<file path="config.mk">
export PLATFORM = sky130hd
export DESIGN_NAME = insulation_alarm_relay_control
export DESIGN_NICKNAME = d
export VERILOG_FILES = /design/src/hdl/alarm_relay_pkg.sv /design/src/hdl/insulation_alarm_relay_control.sv
export SDC_FILE = /design/constraint.sdc
export NUM_CORES = 1
export LEC_CHECK = 0
export ABC_AREA = 1
export BUFFER_PORTS_ARGS = -buffer_cell sky130_fd_sc_hd__buf_2
export CAP_MARGIN = 5
export CORE_UTILIZATION = 50
export CTS_CLUSTER_DIAMETER = 150
export DETAILED_ROUTE_END_ITERATION = 10
export PLACE_DENSITY_LB_ADDON = 0.08
export SYNTH_ARGS = -nofsm -noshare
export SYNTH_HDL_FRONTEND = slang
export SYNTH_SLANG_ARGS = --single-unit
</file>
<file path="constraint.sdc">
create_clock -name core_clk -period 6.5 [get_ports core_clk]
set_input_delay 0 -clock core_clk [delete_from_list [all_inputs] [get_ports core_clk]]
set_output_delay 0 -clock core_clk [all_outputs]
set_load 0.03 [all_outputs]
</file>
<file path="src/hdl/alarm_relay_pkg.sv">
// holds constants and types of the insulation alarm relay control
// assumes a single 20 MHz clock and no register bus
package alarm_relay_pkg;

	// ----------------------------------------------------------------
	// timing
	// ----------------------------------------------------------------
	localparam int CLK_HZ        = 20_000_000;
	localparam int CLK_PERIOD_NS = 50;
	localparam int SECOND_S      = 1;
	localparam int SECOND_CYCLES = SECOND_S * CLK_HZ;
	localparam int SELFTEST_S    = 3;
	localparam int TICK_W        = 25;
	localparam int DELAY_W       = 13;

	localparam logic [1:0]         TEST_LOAD  = 2'(SELFTEST_S);
	localparam logic [1:0]         TEST_IDLE  = 2'h0;
	localparam logic [DELAY_W-1:0] DELAY_ZERO = 13'h0000;
	localparam logic [TICK_W-1:0]  TICK_ZERO  = 25'h000_0000;

	// ----------------------------------------------------------------
	// types
	// ----------------------------------------------------------------
	typedef enum logic [1:0] {
		AL_NORMAL = 2'b00,
		AL_DELAY  = 2'b01,
		AL_ALARM  = 2'b10
	} alarm_t;

	typedef enum logic [2:0] {
		SCR_MONITOR  = 3'b000,
		SCR_INHIBIT  = 3'b001,
		SCR_MENU     = 3'b010,
		SCR_SETTINGS = 3'b011,
		SCR_SELFTEST = 3'b100
	} screen_t;

	typedef struct packed {
		logic               inhibitEnable;
		logic               inhibitTypeExt;
		logic               inhibitFeedback;
		logic               alarmRelaySilencing;
		logic               testWithRelays;
		logic [DELAY_W-1:0] alarmDelaySec;
	} config_t;

	typedef struct packed {
		logic ackPress;
		logic menuPress;
		logic arrowPress;
		logic testPress;
		logic escPress;
	} keys_t;

	typedef struct packed {
		logic prevRelay;
		logic insRelay;
		logic prevLed;
		logic alarmLed;
		logic relayConnect;
	} relays_t;

	localparam relays_t RELAYS_RST = 5'b0_0001;

	typedef struct packed {
		logic [TICK_W-1:0]  tickCnt;
		logic [DELAY_W-1:0] delayCnt;
		alarm_t             alarm;
		screen_t            screen;
		logic               silenced;
		logic               acked;
		logic               inhibPrev;
		logic [1:0]         testSec;
		logic               testManual;
		logic               transient;
		relays_t            out;
	} state_t;

endpackage : alarm_relay_pkg

</file>
<file path="src/hdl/insulation_alarm_relay_control.sv">
// holds the alarm relay, indicator, screen and inhibition control
// assumes inputs synchronous to core_clk, comparator levels from the
// measurement path and debounced one-cycle button pulses
//
// Summary of operation
// - inhibition screen replaces status screens
// - internal style: self-test on re-enable
// - external style: straight to monitor screen
// - feedback on: insulation relay while inhibited
// - silencing on: acknowledge releases both relays
// - silencing off: relays held until recovery
// - preventive threshold switches relay and indicator
// - alarm after delay, relay and indicator
// - fault corrected clears indicator, normal status
// - manual self-test toggles relays three seconds
// - internal style isolates relay during inhibition
// - external style keeps relay connected
// - inhibition screen buttons: menu, settings, test
// - unacknowledged recovered alarm flagged transient
`timescale 1ns/100ps
module insulation_alarm_relay_control
	import alarm_relay_pkg::*;
#(
	parameter int SEC_TICKS = SECOND_CYCLES
) (
	input  logic    core_clk,
	input  logic    rst_b,
	input  config_t cfg,
	input  keys_t   keys,
	input  logic    injInhibit,
	input  logic    prevBelow,
	input  logic    insFault,
	output relays_t relays,
	output screen_t screen,
	output logic    selfTestActive,
	output logic    transientFault
);

	// ----------------------------------------------------------------
	// state
	// ----------------------------------------------------------------
	state_t s_q;
	state_t s_d;
	logic   inhibit;
	logic   tickPulse;
	logic   testToggle;
	logic   testStart;

	localparam logic [TICK_W-1:0] TICK_LAST = TICK_W'(SEC_TICKS - 1);

	assign inhibit = cfg.inhibitEnable & injInhibit;

	// ----------------------------------------------------------------
	// next state
	// ----------------------------------------------------------------
	always_comb begin
		s_d           = s_q;
		s_d.transient = 1'b0;
		tickPulse     = (s_q.tickCnt == TICK_LAST);
		s_d.tickCnt   = tickPulse ? TICK_ZERO : s_q.tickCnt + 1'b1;
		testStart     = 1'b0;
		s_d.inhibPrev = inhibit;

		// alarm sequence
		if (inhibit) begin
			s_d.alarm    = AL_NORMAL;
			s_d.silenced = 1'b0;
			s_d.acked    = 1'b0;
		end else begin
			unique case (s_q.alarm)
				AL_NORMAL: begin
					s_d.acked    = 1'b0;
					s_d.delayCnt = DELAY_ZERO;
					if (insFault) begin
						if (cfg.alarmDelaySec == DELAY_ZERO) begin
							s_d.alarm = AL_ALARM;
						end else begin
							s_d.alarm = AL_DELAY;
						end
					end
				end
				AL_DELAY: begin
					if (!insFault) begin
						s_d.alarm = AL_NORMAL;
					end else if (tickPulse) begin
						if (s_q.delayCnt + 1'b1 >= cfg.alarmDelaySec) begin
							s_d.alarm = AL_ALARM;
						end else begin
							s_d.delayCnt = s_q.delayCnt + 1'b1;
						end
					end
				end
				AL_ALARM: begin
					if (keys.ackPress) begin
						s_d.acked = 1'b1;
						if (cfg.alarmRelaySilencing) begin
							s_d.silenced = 1'b1;
						end
					end
					if (!insFault) begin
						s_d.alarm     = AL_NORMAL;
						s_d.transient = ~s_q.acked & ~keys.ackPress;
					end
				end
				default: s_d.alarm = AL_NORMAL;
			endcase
			if (!insFault && !prevBelow) begin
				s_d.silenced = 1'b0;
			end
		end

		// self-test timer
		if (s_q.testSec != TEST_IDLE && tickPulse) begin
			s_d.testSec = s_q.testSec - 1'b1;
		end

		// screens
		unique case (s_q.screen)
			SCR_MONITOR: begin
				if (inhibit) begin
					s_d.screen = SCR_INHIBIT;
				end else if (keys.testPress) begin
					testStart      = 1'b1;
					s_d.testManual = 1'b1;
				end else if (keys.menuPress) begin
					s_d.screen = SCR_MENU;
				end else if (keys.arrowPress) begin
					s_d.screen = SCR_SETTINGS;
				end
			end
			SCR_INHIBIT: begin
				if (!inhibit) begin
					if (cfg.inhibitTypeExt) begin
						s_d.screen = SCR_MONITOR;
					end else begin
						testStart      = 1'b1;
						s_d.testManual = 1'b0;
					end
				end else if (keys.menuPress) begin
					s_d.screen = SCR_MENU;
				end else if (keys.arrowPress) begin
					s_d.screen = SCR_SETTINGS;
				end else if (keys.testPress) begin
					testStart      = 1'b1;
					s_d.testManual = 1'b1;
				end
			end
			SCR_MENU, SCR_SETTINGS: begin
				if (keys.escPress) begin
					s_d.screen = inhibit ? SCR_INHIBIT : SCR_MONITOR;
				end
			end
			SCR_SELFTEST: begin
				if (s_q.testSec == TEST_IDLE) begin
					s_d.screen = inhibit ? SCR_INHIBIT : SCR_MONITOR;
				end
			end
			default: s_d.screen = SCR_MONITOR;
		endcase
		if (testStart) begin
			s_d.screen  = SCR_SELFTEST;
			s_d.testSec = TEST_LOAD;
			s_d.tickCnt = TICK_ZERO;
		end

		// relay outputs
		testToggle = (s_d.testSec != TEST_IDLE) & s_d.testManual
			& cfg.testWithRelays;
		s_d.out.prevRelay = (prevBelow & ~inhibit & ~s_d.silenced)
			^ testToggle;
		s_d.out.insRelay  = (((s_d.alarm == AL_ALARM) & ~s_d.silenced)
			| (inhibit & cfg.inhibitFeedback)) ^ testToggle;
		s_d.out.prevLed   = prevBelow & ~inhibit;
		s_d.out.alarmLed  = (s_d.alarm == AL_ALARM);
		s_d.out.relayConnect = ~(inhibit & ~cfg.inhibitTypeExt);
	end

	always_ff @(posedge core_clk or negedge rst_b) begin
		if (!rst_b) begin
			s_q <= '{tickCnt: TICK_ZERO, delayCnt: DELAY_ZERO,
				alarm: AL_NORMAL, screen: SCR_MONITOR, silenced: 1'b0,
				acked: 1'b0, inhibPrev: 1'b0, testSec: TEST_IDLE,
				testManual: 1'b0, transient: 1'b0, out: RELAYS_RST};
		end else begin
			s_q <= s_d;
		end
	end

	assign relays         = s_q.out;
	assign screen         = s_q.screen;
	assign selfTestActive = (s_q.testSec != TEST_IDLE);
	assign transientFault = s_q.transient;
endmodule : insulation_alarm_relay_control

</file>
[After elaboration in Yosys (flattened, before gate mapping)]
Index checks and enable logic that the tools add are counted.
Operators by class
  add/sub/neg operators: 3
  multipliers: 0
  div/mod/pow operators: 0
  order comparisons: 1
  eq/ne operators: 16
  shift-type cells: 0
  mux-type cells: 49
  bitwise logic cells: 18
  reduce and logical (&&, ||, !) cells: 16
Operators with widths (number)
  two-way mux 25 bit: 2
  two-way mux 3 bit: 9
  two-way mux 13 bit: 2
  one-hot mux 13 bit (2 select lines): 1
  adder 25 x 1 -> 25 bit (second input constant): 1
  equality test 25 bit (second input constant): 1
  two-way mux 2 bit: 10
  two-way mux 1 bit: 19
  two-way mux 15 bit: 1
  adder 13 x 1 -> 13 bit (second input constant): 1
  >= comparator 13 bit: 1
  zero test 13 bit: 1
  one-hot mux 3 bit (4 select lines): 1
  AND 1 bit: 9
  inequality test 3 bit (second input constant): 3
  inequality test 4 bit (second input constant): 2
  equality test 3 x 2 -> 1 bit (second input constant): 2
  inequality test 2 bit (second input constant): 3
  inverter 1 bit: 6
  one-hot mux 1 bit (2 select lines): 3
  one-hot mux 2 bit (3 select lines): 1
  nonzero test 2 bit: 3
  AND reduction 5 bit: 1
  equality test 2 bit (second input constant): 2
  other kinds (14): 18
Word-level totals
  register bits after elaboration: 54
  bits in latches: 0
  bits in writable memories: 0
  ROM bits: 0
  output and inout bits: 10
  logic and storage cells: 117
  memories: 0

[Depth between registers and ports, before layout]
Gate-level depths: netlist of the first run.
  depth in word-level cells: 11
  depth in mapped cells: 21

[Least setup slack after synthesis of the first run]
OpenSTA, ideal clock, no wires.
  path kind: reg2reg
  start point: reg s_q[17] (netlist name)
  end point: reg s_q[25] (netlist name)
  arrival: 2.460 ns
  data required time: 6.382 ns
  path slack: 3.922 ns
  cell stages (with the launch flop): 21
  cells stage by stage: dfrtp_1 nand3_1 nor2_1 nand3_1 nor2_1 nand4_1 xor2_1 inv_1 ha_1 nand2_1 nor2_1 nand2_1 nor2_1 nor2_1 nand3_1 nand3b_1 nand2_2 nand2_4 buf_6 nand2_1 o21ai_2
On the way
  longest elaborated chain between the ends: 5
  elaborated cells on any way between the ends: 8
  those cells by class: 1 x add/sub; 1 x order compare; 1 x eq/ne; 4 x mux; 1 x reduce/logical
RTL lines
  start, declared: line insulation_alarm_relay_control.sv:42  | state_t s_q;
  start signal, assigned: line insulation_alarm_relay_control.sv:180  | s_q <= '{tickCnt: TICK_ZERO, delayCnt: DELAY_ZERO,
  adder 13 x 1 -> 13 bit *: line insulation_alarm_relay_control.sv:86, insulation_alarm_relay_control.sv:89
  branches (longest 4 deep; another with >= comparator 13 bit)
Mark *: on every way between the ends. The select of a mux whose other input is x is not followed.
A chain may end at the register's enable or synchronous reset.

[Worst setup path in the final report of the first run]
  start point: reg s_q[17] (netlist name)
  end point: reg s_q[17] (netlist name)
Same word-level chain as after synthesis.

==> results of run 1 <==
[cell usage in the layout (no fill, tap or decap), types with 6 or more instances in the layout]
cell type | synthesis | final
o21ai_2 | 12 | 12
nand2_2 | 10 | 10
nor3_1 | 12 | 12
nor4_1 | 6 | 6
nand3_1 | 40 | 40
inv_1 | 67 | 67
xnor2_1 | 9 | 9
dfrtp_1 | 53 | 53
buf_2 | 2 | 37
a21oi_1 | 17 | 17
o21ai_0 | 7 | 7
nor2_1 | 55 | 55
dlygate4sd3_1 | 0 | 7
ha_1 | 17 | 17
xor2_1 | 12 | 12
nand4_1 | 6 | 6
nand2_1 | 89 | 89
[cell families after synthesis]
kind of cell	share of synthesized area (%)
buffers and inverters	10.6
XOR/XNOR	5.04
AO/OA/AOI/OAI	8.23
AND/OR/NAND/NOR	33.2
flip-flops	37.1
adder cells (fa/ha/maj)	5.83
[critical path: cells and delay by family, from the launching register on]
kind	cells	cell delay, ns
simple gates	15	1.85
buf+inv	1	0.07
flops	1	0.45
compound gates	1	0.07
fa+ha+maj	1	0.29
xor+xnor	1	0.18
[power groups by stage]
stage / clock (mW) / combinational, mW / sequential, mW
2_1_floorplan: 0 / 0.180 / 0.395
3_3_place_gp: 0 / 0.209 / 0.401
3_5_place_dp: 0 / 0.213 / 0.401
4_1_cts: 0.245 / 0.218 / 0.395
5_1_grt: 0.256 / 0.239 / 0.401
6_report: 0.236 / 0.215 / 0.395
[stage by stage]
stage                     hold WS, ns  total power, mW  setup slack [ns]  cells  utilization [%]
final                          0.0412            0.846              3.52    604             58.4
after detailed placement        0.176            0.614              3.56    589             55.7
after CTS                      0.0306            0.858              3.53    604             58.4
after global routing           0.0758            0.895              3.12    604             58.4
after global placement          0.174            0.610              3.69    589             55.7
after floorplan                -0.296            0.575              3.92    471                -
[layout make-up]
| type | instances | area (sq um) |
|---|---|---|
| inverter | 72 | 270 |
| clock buffer | 5 | 68.8 |
| sequential | 54 | 1350 |
| multi-input combinational | 329 | 1910 |
| fill | 668 | 2870 |
| timing repair buffer | 45 | 263 |
| clock inverter | 3 | 48.8 |
| tap | 96 | 120 |
[routing by layer]
| metal | track usage [%] | part of all wire [%] |
|---|---|---|
| met1 | 30.8 | 51 |
| met2 | 33.0 | 44 |
| met3 | 3.13 | 3.4 |
| met4 | 5.96 | 0.88 |
| met5 | 0 | 0 |
[path summary, 6_finish.rpt]
check                      cells past startpoint                 from                   to  slack, ns
min reg2reg                                    2  s_q[29]$_DFFE_PN0P_  s_q[29]$_DFFE_PN0P_       0.53
min                                            5              cfg[13]  relays[4]$_DFF_PN0_       0.04
min in group asynchronous                      3                rst_b  s_q[29]$_DFFE_PN0P_       0.35
max reg2reg                                   19  s_q[17]$_DFFE_PN0P_  s_q[17]$_DFFE_PN0P_       3.52
max in group asynchronous                      3                rst_b    s_q[32]$_DFF_PN0_       5.71
max                                           19  s_q[17]$_DFFE_PN0P_  s_q[17]$_DFFE_PN0P_       3.52
[flip-flops by register name (all words and copies together), names as in the netlist]
register,cells
s_q,45
relays,5
screen,3
transientFault,1
==> results by group, run 1 <==
Status
  • Status: finished clean

Power
  • Leakage: between 2 and 2.5 nW
  • Clk pwr share: 27.9%
  • Combinational share of power: approximately a quarter
  • Worst VDD drop: 0.191 mV
  • Power density over the cells: roughly 210 nW/um^2
  • Switching power total: just under 0.3 mW
  • Sequential power share: between 40% and 50%
  • Cell Int Power: ~0.55 mW
  • Switch share: 34.7%

Hold path
  • Hold Path Class: primary input to register

Timing
  • Setup violations, final: 0
  • Crit share post-route: a little under half
  • Clk_skew: 0.00751 ns
  • Setup TNS: 0 ns
  • RSZ-0062 raised after global routing: false
  • Final Hold Viols: 0
  • Tmin final: between 2 and 3 ns
  • Max Clk Rate: 335 MHz
  • Max transition margin: approximately two fifths
  • Slew @ Worst Pin: between 0.9 and 1 ns
  • Pins Over Slew Limit: 0

Setup path
  • Crit. End Element: register
  • Crit path largest cell delay: between 0.4 and 0.5 ns
  • Crit-path cells: nand3_1 > nor2_1 > nand3_1 > nor2_1 > nand4_1 > xor2_1 > inv_1 > ha_1 > nand2_1 > nor2_1 > nand2_1 > nor2_1 > nor2_1 > nand3_1 > nand3b_1 > nand2_2 > nand2_4 > nand2_1 > o21ai_2
  • WP data arrival: 3.22 ns
  • Slowest-stage cell, CP: dfrtp_1
  • Setup CP Type: register to register
  • Startpoint types: register
  • Crit-path max FO: 25
  • Cell mode on critical path: nor2_1
  • Worst EP required: ~6.7 ns

Logic synthesis
  • Ranking of synthesized cells by area: dfrtp_1 36%, nand2_1 9.2%, inv_1 6.9%
  • Synth top area share: 36.4%
  • Synth top cells by count: 89 x nand2_1, 67 x inv_1, 55 x nor2_1
  • Area leader, netlist: dfrtp_1
  • Sequential share of the synthesized area: between 30% and 40%
  • Main synth FF type: dfrtp_1
  • Ys async rst share: 100%
  • Syn Area/Cell: roughly 7.7 sq um
  • Post-synthesis cell type count: 41
  • Ys Warns: 0
  • Post-synth EDFFs: 0
  • Syn_nets: between 500 and 600
  • Synth Instances: approximately 470
  • Synth Cell Area: 3650 sq um
  • Most common cell in the netlist: nand2_1
  • #FFs+latches synth: 54

Clocking
  • CTS tree: built
  • Clk_lat worst skew: 0.31 ns
  • Clock-pin slew on the worst setup and hold paths: around 0.10 ns
  • Setup Fix Bufs, Post-CTS: 0
  • Clock sink total: 54
  • Num CTS Buffers: 5
  • Bufs on Longest Clock Path: 2
  • Post-CTS Hold Fix Bufs: 7
  • Htree depth: 2
  • Resized Gates After CTS: 0
  • Root buffer cell: clkbuf_8

Route
  • Vias/cell: between 4 and 5
  • Post-Route WL: about 7400 microns
  • Detailed Route Iter0 Violations: 160
  • # DRC: 0
  • Antenna viol nets, final: 0
  • Wire per inst: ~12 microns
  • 1st-pass router iterations: 4
  • Via count: 2969

Global route
  • Largest net degree at the start of global routing: 55
  • Antenna violations before repair: 0
  • Vias in the first global route: about 2800
  • Overall routing resource usage: a little over a fifth
  • Gr ovfl total: 0
  • First-pass GRT wire length: ~13000 microns

Floorplanning
  • Die area: approximately 7600 sq um
  • Vert. Die Dim: 87.4 microns
  • Num ports: 38
  • Row cnt: 30
  • Initial Util: 52.8%
  • Core area: around 6900 sq um
  • Die width: 87.4 microns

Placed design
  • Routability Congestion: around 0.8
  • Number of I/O port buffers: 37
  • Placed cell areas: 3840 sq um
  • Post-detail-place hpwl: ~5600 microns

Layout
  • Proportion of layout cells with a drive suffix above 1: between 10% and 20%
  • Diodes inserted: 0
  • Final Cell Area: 4030 sq um
  • Syn-to-layout area delta: 10.6%
  • Final Net Count: roughly 550

Run
  • MaxCap Viol Count: 0
No activity file was read; power rests on OpenSTA's default activity.
==> run 2, diff against run 1 <==
==> constraint.sdc (replaced) <==
create_clock -name core_clk -period 3.1 [get_ports core_clk]
set_input_delay 0 -clock core_clk [delete_from_list [all_inputs] [get_ports core_clk]]
set_output_delay 0 -clock core_clk [all_outputs]
set_load 0.03 [all_outputs]
==> run 2 against run 1 <==
- combinational power up 110%
- register-to-register slack got worse by 3.2 ns
- flip-flop and latch count is the same
- largest cell class unchanged
- largest power group unchanged
- highest routed layer unchanged
==> results by group, run 2 (synthesized netlist as in run 1, its figures left out) <==
Hold path
  • Hold Path Class: primary input to register
  • HP Start: cfg[13]

Layout
  • Proportion of layout cells with a drive suffix above 1: 19.4%
  • Commonest non-fill, non-tap cell in the layout: nand2_1
  • Syn-to-layout area delta: 10.5%
  • Fillcell total: 660
  • Commonest cells after routing, fill and taps aside: 89 x nand2_1, 67 x inv_1, 54 x nor2_1
  • Diodes inserted: 0
  • Finished Core Util: between 50% and 60%
  • Number of flip-flops under the largest register name: between 40 and 50
  • Final Net Count: between 500 and 600
  • Biggest register: s_q

Setup path
  • R2R Path Start: s_q[19]$_DFFE_PN0P_
  • Crit-path max FO: 12
  • Crit path launch: s_q[19]$_DFFE_PN0P_
  • Startpoint types: register
  • Crit. End Element: register
  • Setup CP Type: register to register
  • WP data arrival: 3.05 ns
  • Worst EP required: 3.33 ns

Clocking
  • Htree depth: 2
  • Bufs on Longest Clock Path: 2
  • Root buffer cell: clkbuf_8
  • CTS tree: built
  • Clock sink total: 54
  • Clock-pin slew on the worst setup and hold paths: about 0.10 ns
  • Num CTS Buffers: 5
  • Clk_lat worst skew: 0.31 ns

Placed design
  • Number of I/O port buffers: 37
  • Post-detail-place hpwl: 5580 microns
  • Routability Congestion: between 0.8 and 0.9

Route
  • Post-Route WL: approximately 7500 microns
  • Antenna viol nets, final: 0
  • Via count: approximately 3000
  • Vias/cell: between 5 and 6
  • # DRC: 0
  • Detailed Route Iter0 Violations: between 150 and 200
  • 1st-pass router iterations: 4
  • Wire per inst: between 10 and 15 microns

Global route
  • Antenna violations before repair: 0
  • First-pass GRT wire length: around 13000 microns
  • Largest net degree at the start of global routing: 33
  • Overall routing resource usage: about 22%
  • Vias in the first global route: 2813
  • Gr ovfl total: 0

Timing
  • Setup violations, final: 0
  • Final Hold Viols: 0
  • RSZ-0062 raised after global routing: false
  • Crit share post-route: between 90% and 100%
  • Pins Over Slew Limit: 0
  • Slew @ Worst Pin: ~0.90 ns
  • Max Clk Rate: around 350 MHz
  • Clk_skew: 0.00874 ns
  • Max transition margin: ~40%
  • Tmin final: approximately 2.8 ns
  • Setup TNS: 0 ns

Run
  • MaxCap Viol Count: 0

Floorplanning
  • Die width: between 80 and 90 microns
  • Die area: approximately 7600 sq um
  • Num ports: 38
  • Core area: between 6000 and 7000 sq um
  • Vert. Die Dim: 87.4 microns
  • Initial Util: a little over half
  • Row cnt: 30

Status
  • Status: finished clean

Power
  • Leakage: around 2.1 nW
  • Worst VDD drop: around 0.46 mV
  • Power density over the cells: between 400 and 500 nW/um^2
## run 2: cell types whose count changed in the layout (fill, tap and decap cells not counted), sizes merged
cell / change
nand2: +1
clkbuf: +1
inv: -1
bufinv: -1
clkinvlp: +1
## run 2: final timing paths
path | end | slack, ns | depth (start not counted)
hold reg to reg | s_q[20]$_DFFE_PN0P_ | 0.53 | 2
min in group asynchronous | s_q[27]$_DFFE_PN0P_ | 0.21 | 2
setup reg to reg | s_q[17]$_DFFE_PN0P_ | 0.28 | 18
max in group asynchronous | relays[0]$_DFF_PN1_ | 2.02 | 3
setup / recovery | s_q[17]$_DFFE_PN0P_ | 0.28 | 18
hold / removal | relays[4]$_DFF_PN0_ | 0.06 | 5
## run 2: timing repair
item	CTS	global route
setup buffers	0	0
gates resized for setup	0	4
setup endpoints to repair	0	13
hold endpoints to repair	28	0
hold buffers	7	0
## run 2: per-layer routing
| layer | wire [microns] | vias to the layer above | track usage, % |
|---|---|---|---|
| met5 | 0 | - | 0 |
| met4 | 53 | 0 | 4.92 |
| met3 | 250 | 5 | 2.84 |
| met2 | 3230 | 46 | 33.2 |
| met1 | 3940 | 1400 | 33.1 |
| li1 | - | 1575 | - |
## run 2: power breakdown
part	switching (mW)	internal, mW
registers	0.0602	0.767
clock network	0.240	0.160
logic	0.307	0.148
total	0.607	1.08
## run 2: stage by stage
stage	worst slack [ns]	total power [mW]	hold slack, ns	cells	instance area, sq um
5_1_grt	0.0114	1.81	0.0849	605	4030
2_1_floorplan	0.522	1.21	-0.296	471	3650
4_1_cts	0.132	1.69	0.0556	604	4000
3_3_place_gp	0.282	1.28	0.0318	589	3840
6_report	0.276	1.68	0.0583	605	4030
3_5_place_dp	0.153	1.28	0.0338	589	3840
## run 2: cell type report
type / instances / area, sq um / share of cell area (%)
sequential: 54 / 1350 / 33.6
timing repair buffer: 45 / 263 / 6.52
tap: 96 / 120 / 2.98
clock inverter: 2 / 15.0 / 0.372
multi-input combinational: 330 / 1940 / 48.0
inverter: 72 / 270 / 6.70
clock buffer: 6 / 72.6 / 1.80
## run 2: worst max-delay path, cell delays in order (launching register included)
cell and delay (ns):
dfrtp_1 0.42, nand3_1 0.13, nor2_2 0.16, nand3_1 0.11, nor2_1 0.17, nand4_1 0.12, xor2_1 0.19, inv_1 0.06
ha_1 0.28, nand2_1 0.06, nor2_1 0.05, nand2_1 0.07, nor2_1 0.04, nor2_1 0.07, nand3_1 0.11, nand3b_1 0.23
nand2_4 0.14, nand2_4 0.16, o21ai_2 0.18
==> run 3, diff against run 2 <==
--- a/config.mk
+++ b/config.mk
@@ -5,12 +5,11 @@
 export SDC_FILE = /design/constraint.sdc
 export NUM_CORES = 1
 export LEC_CHECK = 0
-export ABC_AREA = 1
-export BUFFER_PORTS_ARGS = -buffer_cell sky130_fd_sc_hd__buf_2
 export CAP_MARGIN = 5
 export CORE_UTILIZATION = 50
 export CTS_CLUSTER_DIAMETER = 150
 export DETAILED_ROUTE_END_ITERATION = 10
+export DONT_BUFFER_PORTS = 1
 export PLACE_DENSITY_LB_ADDON = 0.08
 export SYNTH_ARGS = -nofsm -noshare
 export SYNTH_HDL_FRONTEND = slang
==> run 3 against run 2 <==
- the run now ends with DRC left
- hold slack got worse by 0.055 ns
- setup slack got worse by 0.059 ns
- first-iteration DRC count rose by 4.2%
- design area fell by 8.1%
- combinational power fell by 36%
- critical path depth fell by 6
- core utilization fell by 0.99 points
- clock skew rose by 0.0066 ns
- count of clock-buffer cells in the layout fell by 1
- non-clock buffer count fell by 29
- sequential power rose by 8.2%
- cell count fell by 24%
- largest power group unchanged
==> results by group, run 3 <==
Setup path
  • Crit path buf inv count: 2
  • Crit-path max FO: 11
  • Crit-path cells: inv_2 > nor4_4 > nand4_1 > xnor2_1 > ha_1 > a21oi_1 > nand2_1 > a221o_1 > a21oi_2 > buf_4 > a311oi_1 > a31o_1
  • Crit path launch: s_q[20]$_DFFE_PN0P_
  • R2r worst-path depth: 12
  • R2R Path Start: s_q[20]$_DFFE_PN0P_
  • Crit path largest cell delay: about 0.46 ns
  • WP data arrival: ~3.1 ns
  • Setup CP Type: register to register
  • Top Family by Delay on Critical Path: compound AO/OA/AOI/OAI gates
  • Slowest-stage cell, CP: dfrtp_1
  • Worst r2r dst: s_q[26]$_DFFE_PN0P_
  • Worst R2R Setup Slack: ~0.22 ns
  • Crit. End Element: register
  • Worst EP required: 3.32 ns
  • Worst path depth: 12
  • Startpoint types: register
  • Critical path endpoint: s_q[26]$_DFFE_PN0P_

Logic synthesis
  • Post-synth EDFFs: 0
  • Post-synthesis cell type count: 58
  • Synth Instances: 380
  • Sequential share of the synthesized area: approximately two fifths
  • Ys async rst share: 100%
  • Ys Warns: 0
  • #FFs+latches synth: 54
  • Ranking of synthesized cells by area: dfrtp_1 39%, xnor2_1 6.4%, ha_1 6.2%
  • Most common cell in the netlist: dfrtp_1
  • Main synth FF type: dfrtp_1
  • Syn Area/Cell: 9.00 sq um
  • Synth Cell Area: around 3400 sq um
  • Syn_nets: approximately 430
  • Area leader, netlist: dfrtp_1
  • Synth top cells by count: 53 x dfrtp_1, 46 x nor2_1, 34 x inv_1
  • Synth top area share: about two fifths

Clocking
  • Root buffer cell: clkbuf_8
  • Htree depth: 2
  • Bufs on Longest Clock Path: 2
  • Clock sink total: 54
  • CTS tree: built
  • Num CTS Buffers: 5
  • Clk_lat worst skew: roughly 0.32 ns
  • Setup Fix Bufs, Post-CTS: 0
  • Clock-pin slew on the worst setup and hold paths: 0.11 ns

Placed design
  • Number of I/O port buffers: 0
  • Post-detail-place hpwl: a little under 5000 microns
  • Routability Congestion: ~0.8
  • Placed cell areas: 3410 sq um

Global route
  • Vias in the first global route: about 2500
  • Gr ovfl total: 0
  • Largest net degree at the start of global routing: 55
  • First-pass GRT wire length: around 12000 microns
  • Overall routing resource usage: around a fifth
  • Antenna violations before repair: 0

Layout
  • Diodes inserted: 0
  • Syn-to-layout area delta: 8.38%
  • Number of flip-flops under the largest register name: 45
  • Final Net Count: roughly 430
  • Biggest register: s_q
  • Commonest non-fill, non-tap cell in the layout: dfrtp_1
  • Commonest cells after routing, fill and taps aside: 52 x dfrtp_1, 45 x nor2_1, 34 x inv_1
  • Proportion of layout cells with a drive suffix above 1: under 10%
  • Final Cell Area: 3710 sq um

Timing
  • Clk_skew: between 0.015 and 0.02 ns
  • Max Clk Rate: around 350 MHz
  • Final Hold Viols: 0
  • Pins Over Slew Limit: 0
  • Tmin final: 2.88 ns
  • Setup violations, final: 0
  • Slew @ Worst Pin: 0.767 ns
  • Crit share post-route: approximately 93%
  • RSZ-0062 raised after global routing: false
  • Max transition margin: between 40% and 50%

Status
  • Failing checks: DRC
  • Status: finished with violations

Route
  • Via count: roughly 2600
  • # DRC: 7
  • Vias/cell: approximately 5.6
  • 1st-pass router iterations: 10
  • DR WL met2: 3080 microns
  • Met1 WL: about 3500 microns
  • Post-Route WL: roughly 6900 microns
  • Top Metal Used: met4
  • Wire per inst: 15.0 microns
  • Detailed Route Iter0 Violations: 175
  • WL met3: around 260 microns
  • Antenna viol nets, final: 0

Floorplanning
  • Initial Util: roughly 53%
  • Die width: around 85 microns
  • Core area: about 6500 sq um
  • Die area: approximately 7200 sq um
  • Vert. Die Dim: between 80 and 90 microns
  • Row cnt: 29
  • Num ports: 38

Hold path
  • Hold depth: 3
  • HP Start: insFault
  • Hold Path Class: primary input to register

Power
  • Power density over the cells: between 400 and 500 nW/um^2
  • Worst VDD drop: around 0.37 mV
  • Total power: ~1.7 mW
  • Leakage: between 1.5 and 2 nW

Run
  • MaxCap Viol Count: 0
## run 3: changes by cell type in the layout (fill, tap and decap cells not counted), sizes merged, moves of 5 or more
cell / change
buf: -33
nand3: -31
nand2: -72
mux2i: +7
o21ai: -12
and3: +8
inv: -35
nand4: +8
and2: +5
a21oi: -8
nand2b: +7
nor2: -17
xnor2: +16
## run 3: timing repair
action,in CTS,in global routing
hold buffers,12,0
setup endpoints to repair,9,16
endpoints found under the hold margin,66,0
resized for setup,1,6
pin swaps,0,1
## run 3: report_power, final
| part | internal [mW] | switching, mW | total (mW) |
|---|---|---|---|
| Sequential | 0.769 | 0.126 | 0.895 |
| Clock | 0.245 | 0.249 | 0.494 |
| Combinational | 0.126 | 0.166 | 0.292 |
| Total | 1.14 | 0.541 | 1.68 |
## run 3: worst register-to-register path: stages, from the launching register on
cell and delay [ns]:
dfrtp_1 0.46, inv_2 0.08, nor4_4 0.32, nand4_1 0.20, xnor2_1 0.17, ha_1 0.31
a21oi_1 0.16, nand2_1 0.07, a221o_1 0.35, a21oi_2 0.16, buf_4 0.21, a311oi_1 0.11
a31o_1 0.20
## run 3: through the flow
stage / setup TNS, ns / hold slack, ns / std cells / worst slack [ns] / utilization [%]
finish: 0 / 0.00362 / 460 / 0.218 / 57.4
global route: 0 / 0.00962 / 460 / 0.00246 / 57.4
CTS: 0 / 0.00171 / 460 / 0.0355 / 56.9
detailed placement: -0.220 / -0.294 / 440 / -0.0622 / 52.9
global placement: 0 / -0.294 / 440 / 0.0699 / 52.9
floorplan: 0 / -0.296 / 380 / 0.274 / -
## run 3: cell type report
| type | count | area, sq um |
|---|---|---|
| clock buffer | 5 | 68.8 |
| multi-input combinational | 269 | 1840 |
| tap | 77 | 96.3 |
| clock inverter | 3 | 47.5 |
| sequential | 54 | 1350 |
| timing repair buffer | 16 | 168 |
| fill | 584 | 2750 |
| inverter | 36 | 135 |
## run 3: worst min-delay path by stage
stage,endpoint
6_report,relays[3]$_DFF_PN0_
5_1_grt,relays[3]$_DFF_PN0_
4_1_cts,relays[3]$_DFF_PN0_
3_5_place_dp,s_q[48]$_DFF_PN0_
3_3_place_gp,s_q[50]$_DFF_PN0_
2_1_floorplan,relays[1]$_DFF_PN0_
## run 3: cells by family (layout without fill, tap and decap cells)
kind of cell    count (synthesis)  after routing  synth area share, %
buf+inv                        57             60                 7.79
compound gates                 46             46                 9.37
simple gates                  162            162                 25.5
fa+ha+maj                      17             17                 6.22
flops                          54             54                 39.6
mux                             7              7                 2.05
xor+xnor                       37             37                 9.48
## run 3: layer usage
metal,GRT usage [%],vias up
li1,-,1300
met5,0,-
met4,5.24,0
met1,29.0,1231
met2,33.6,55
met3,3.64,7
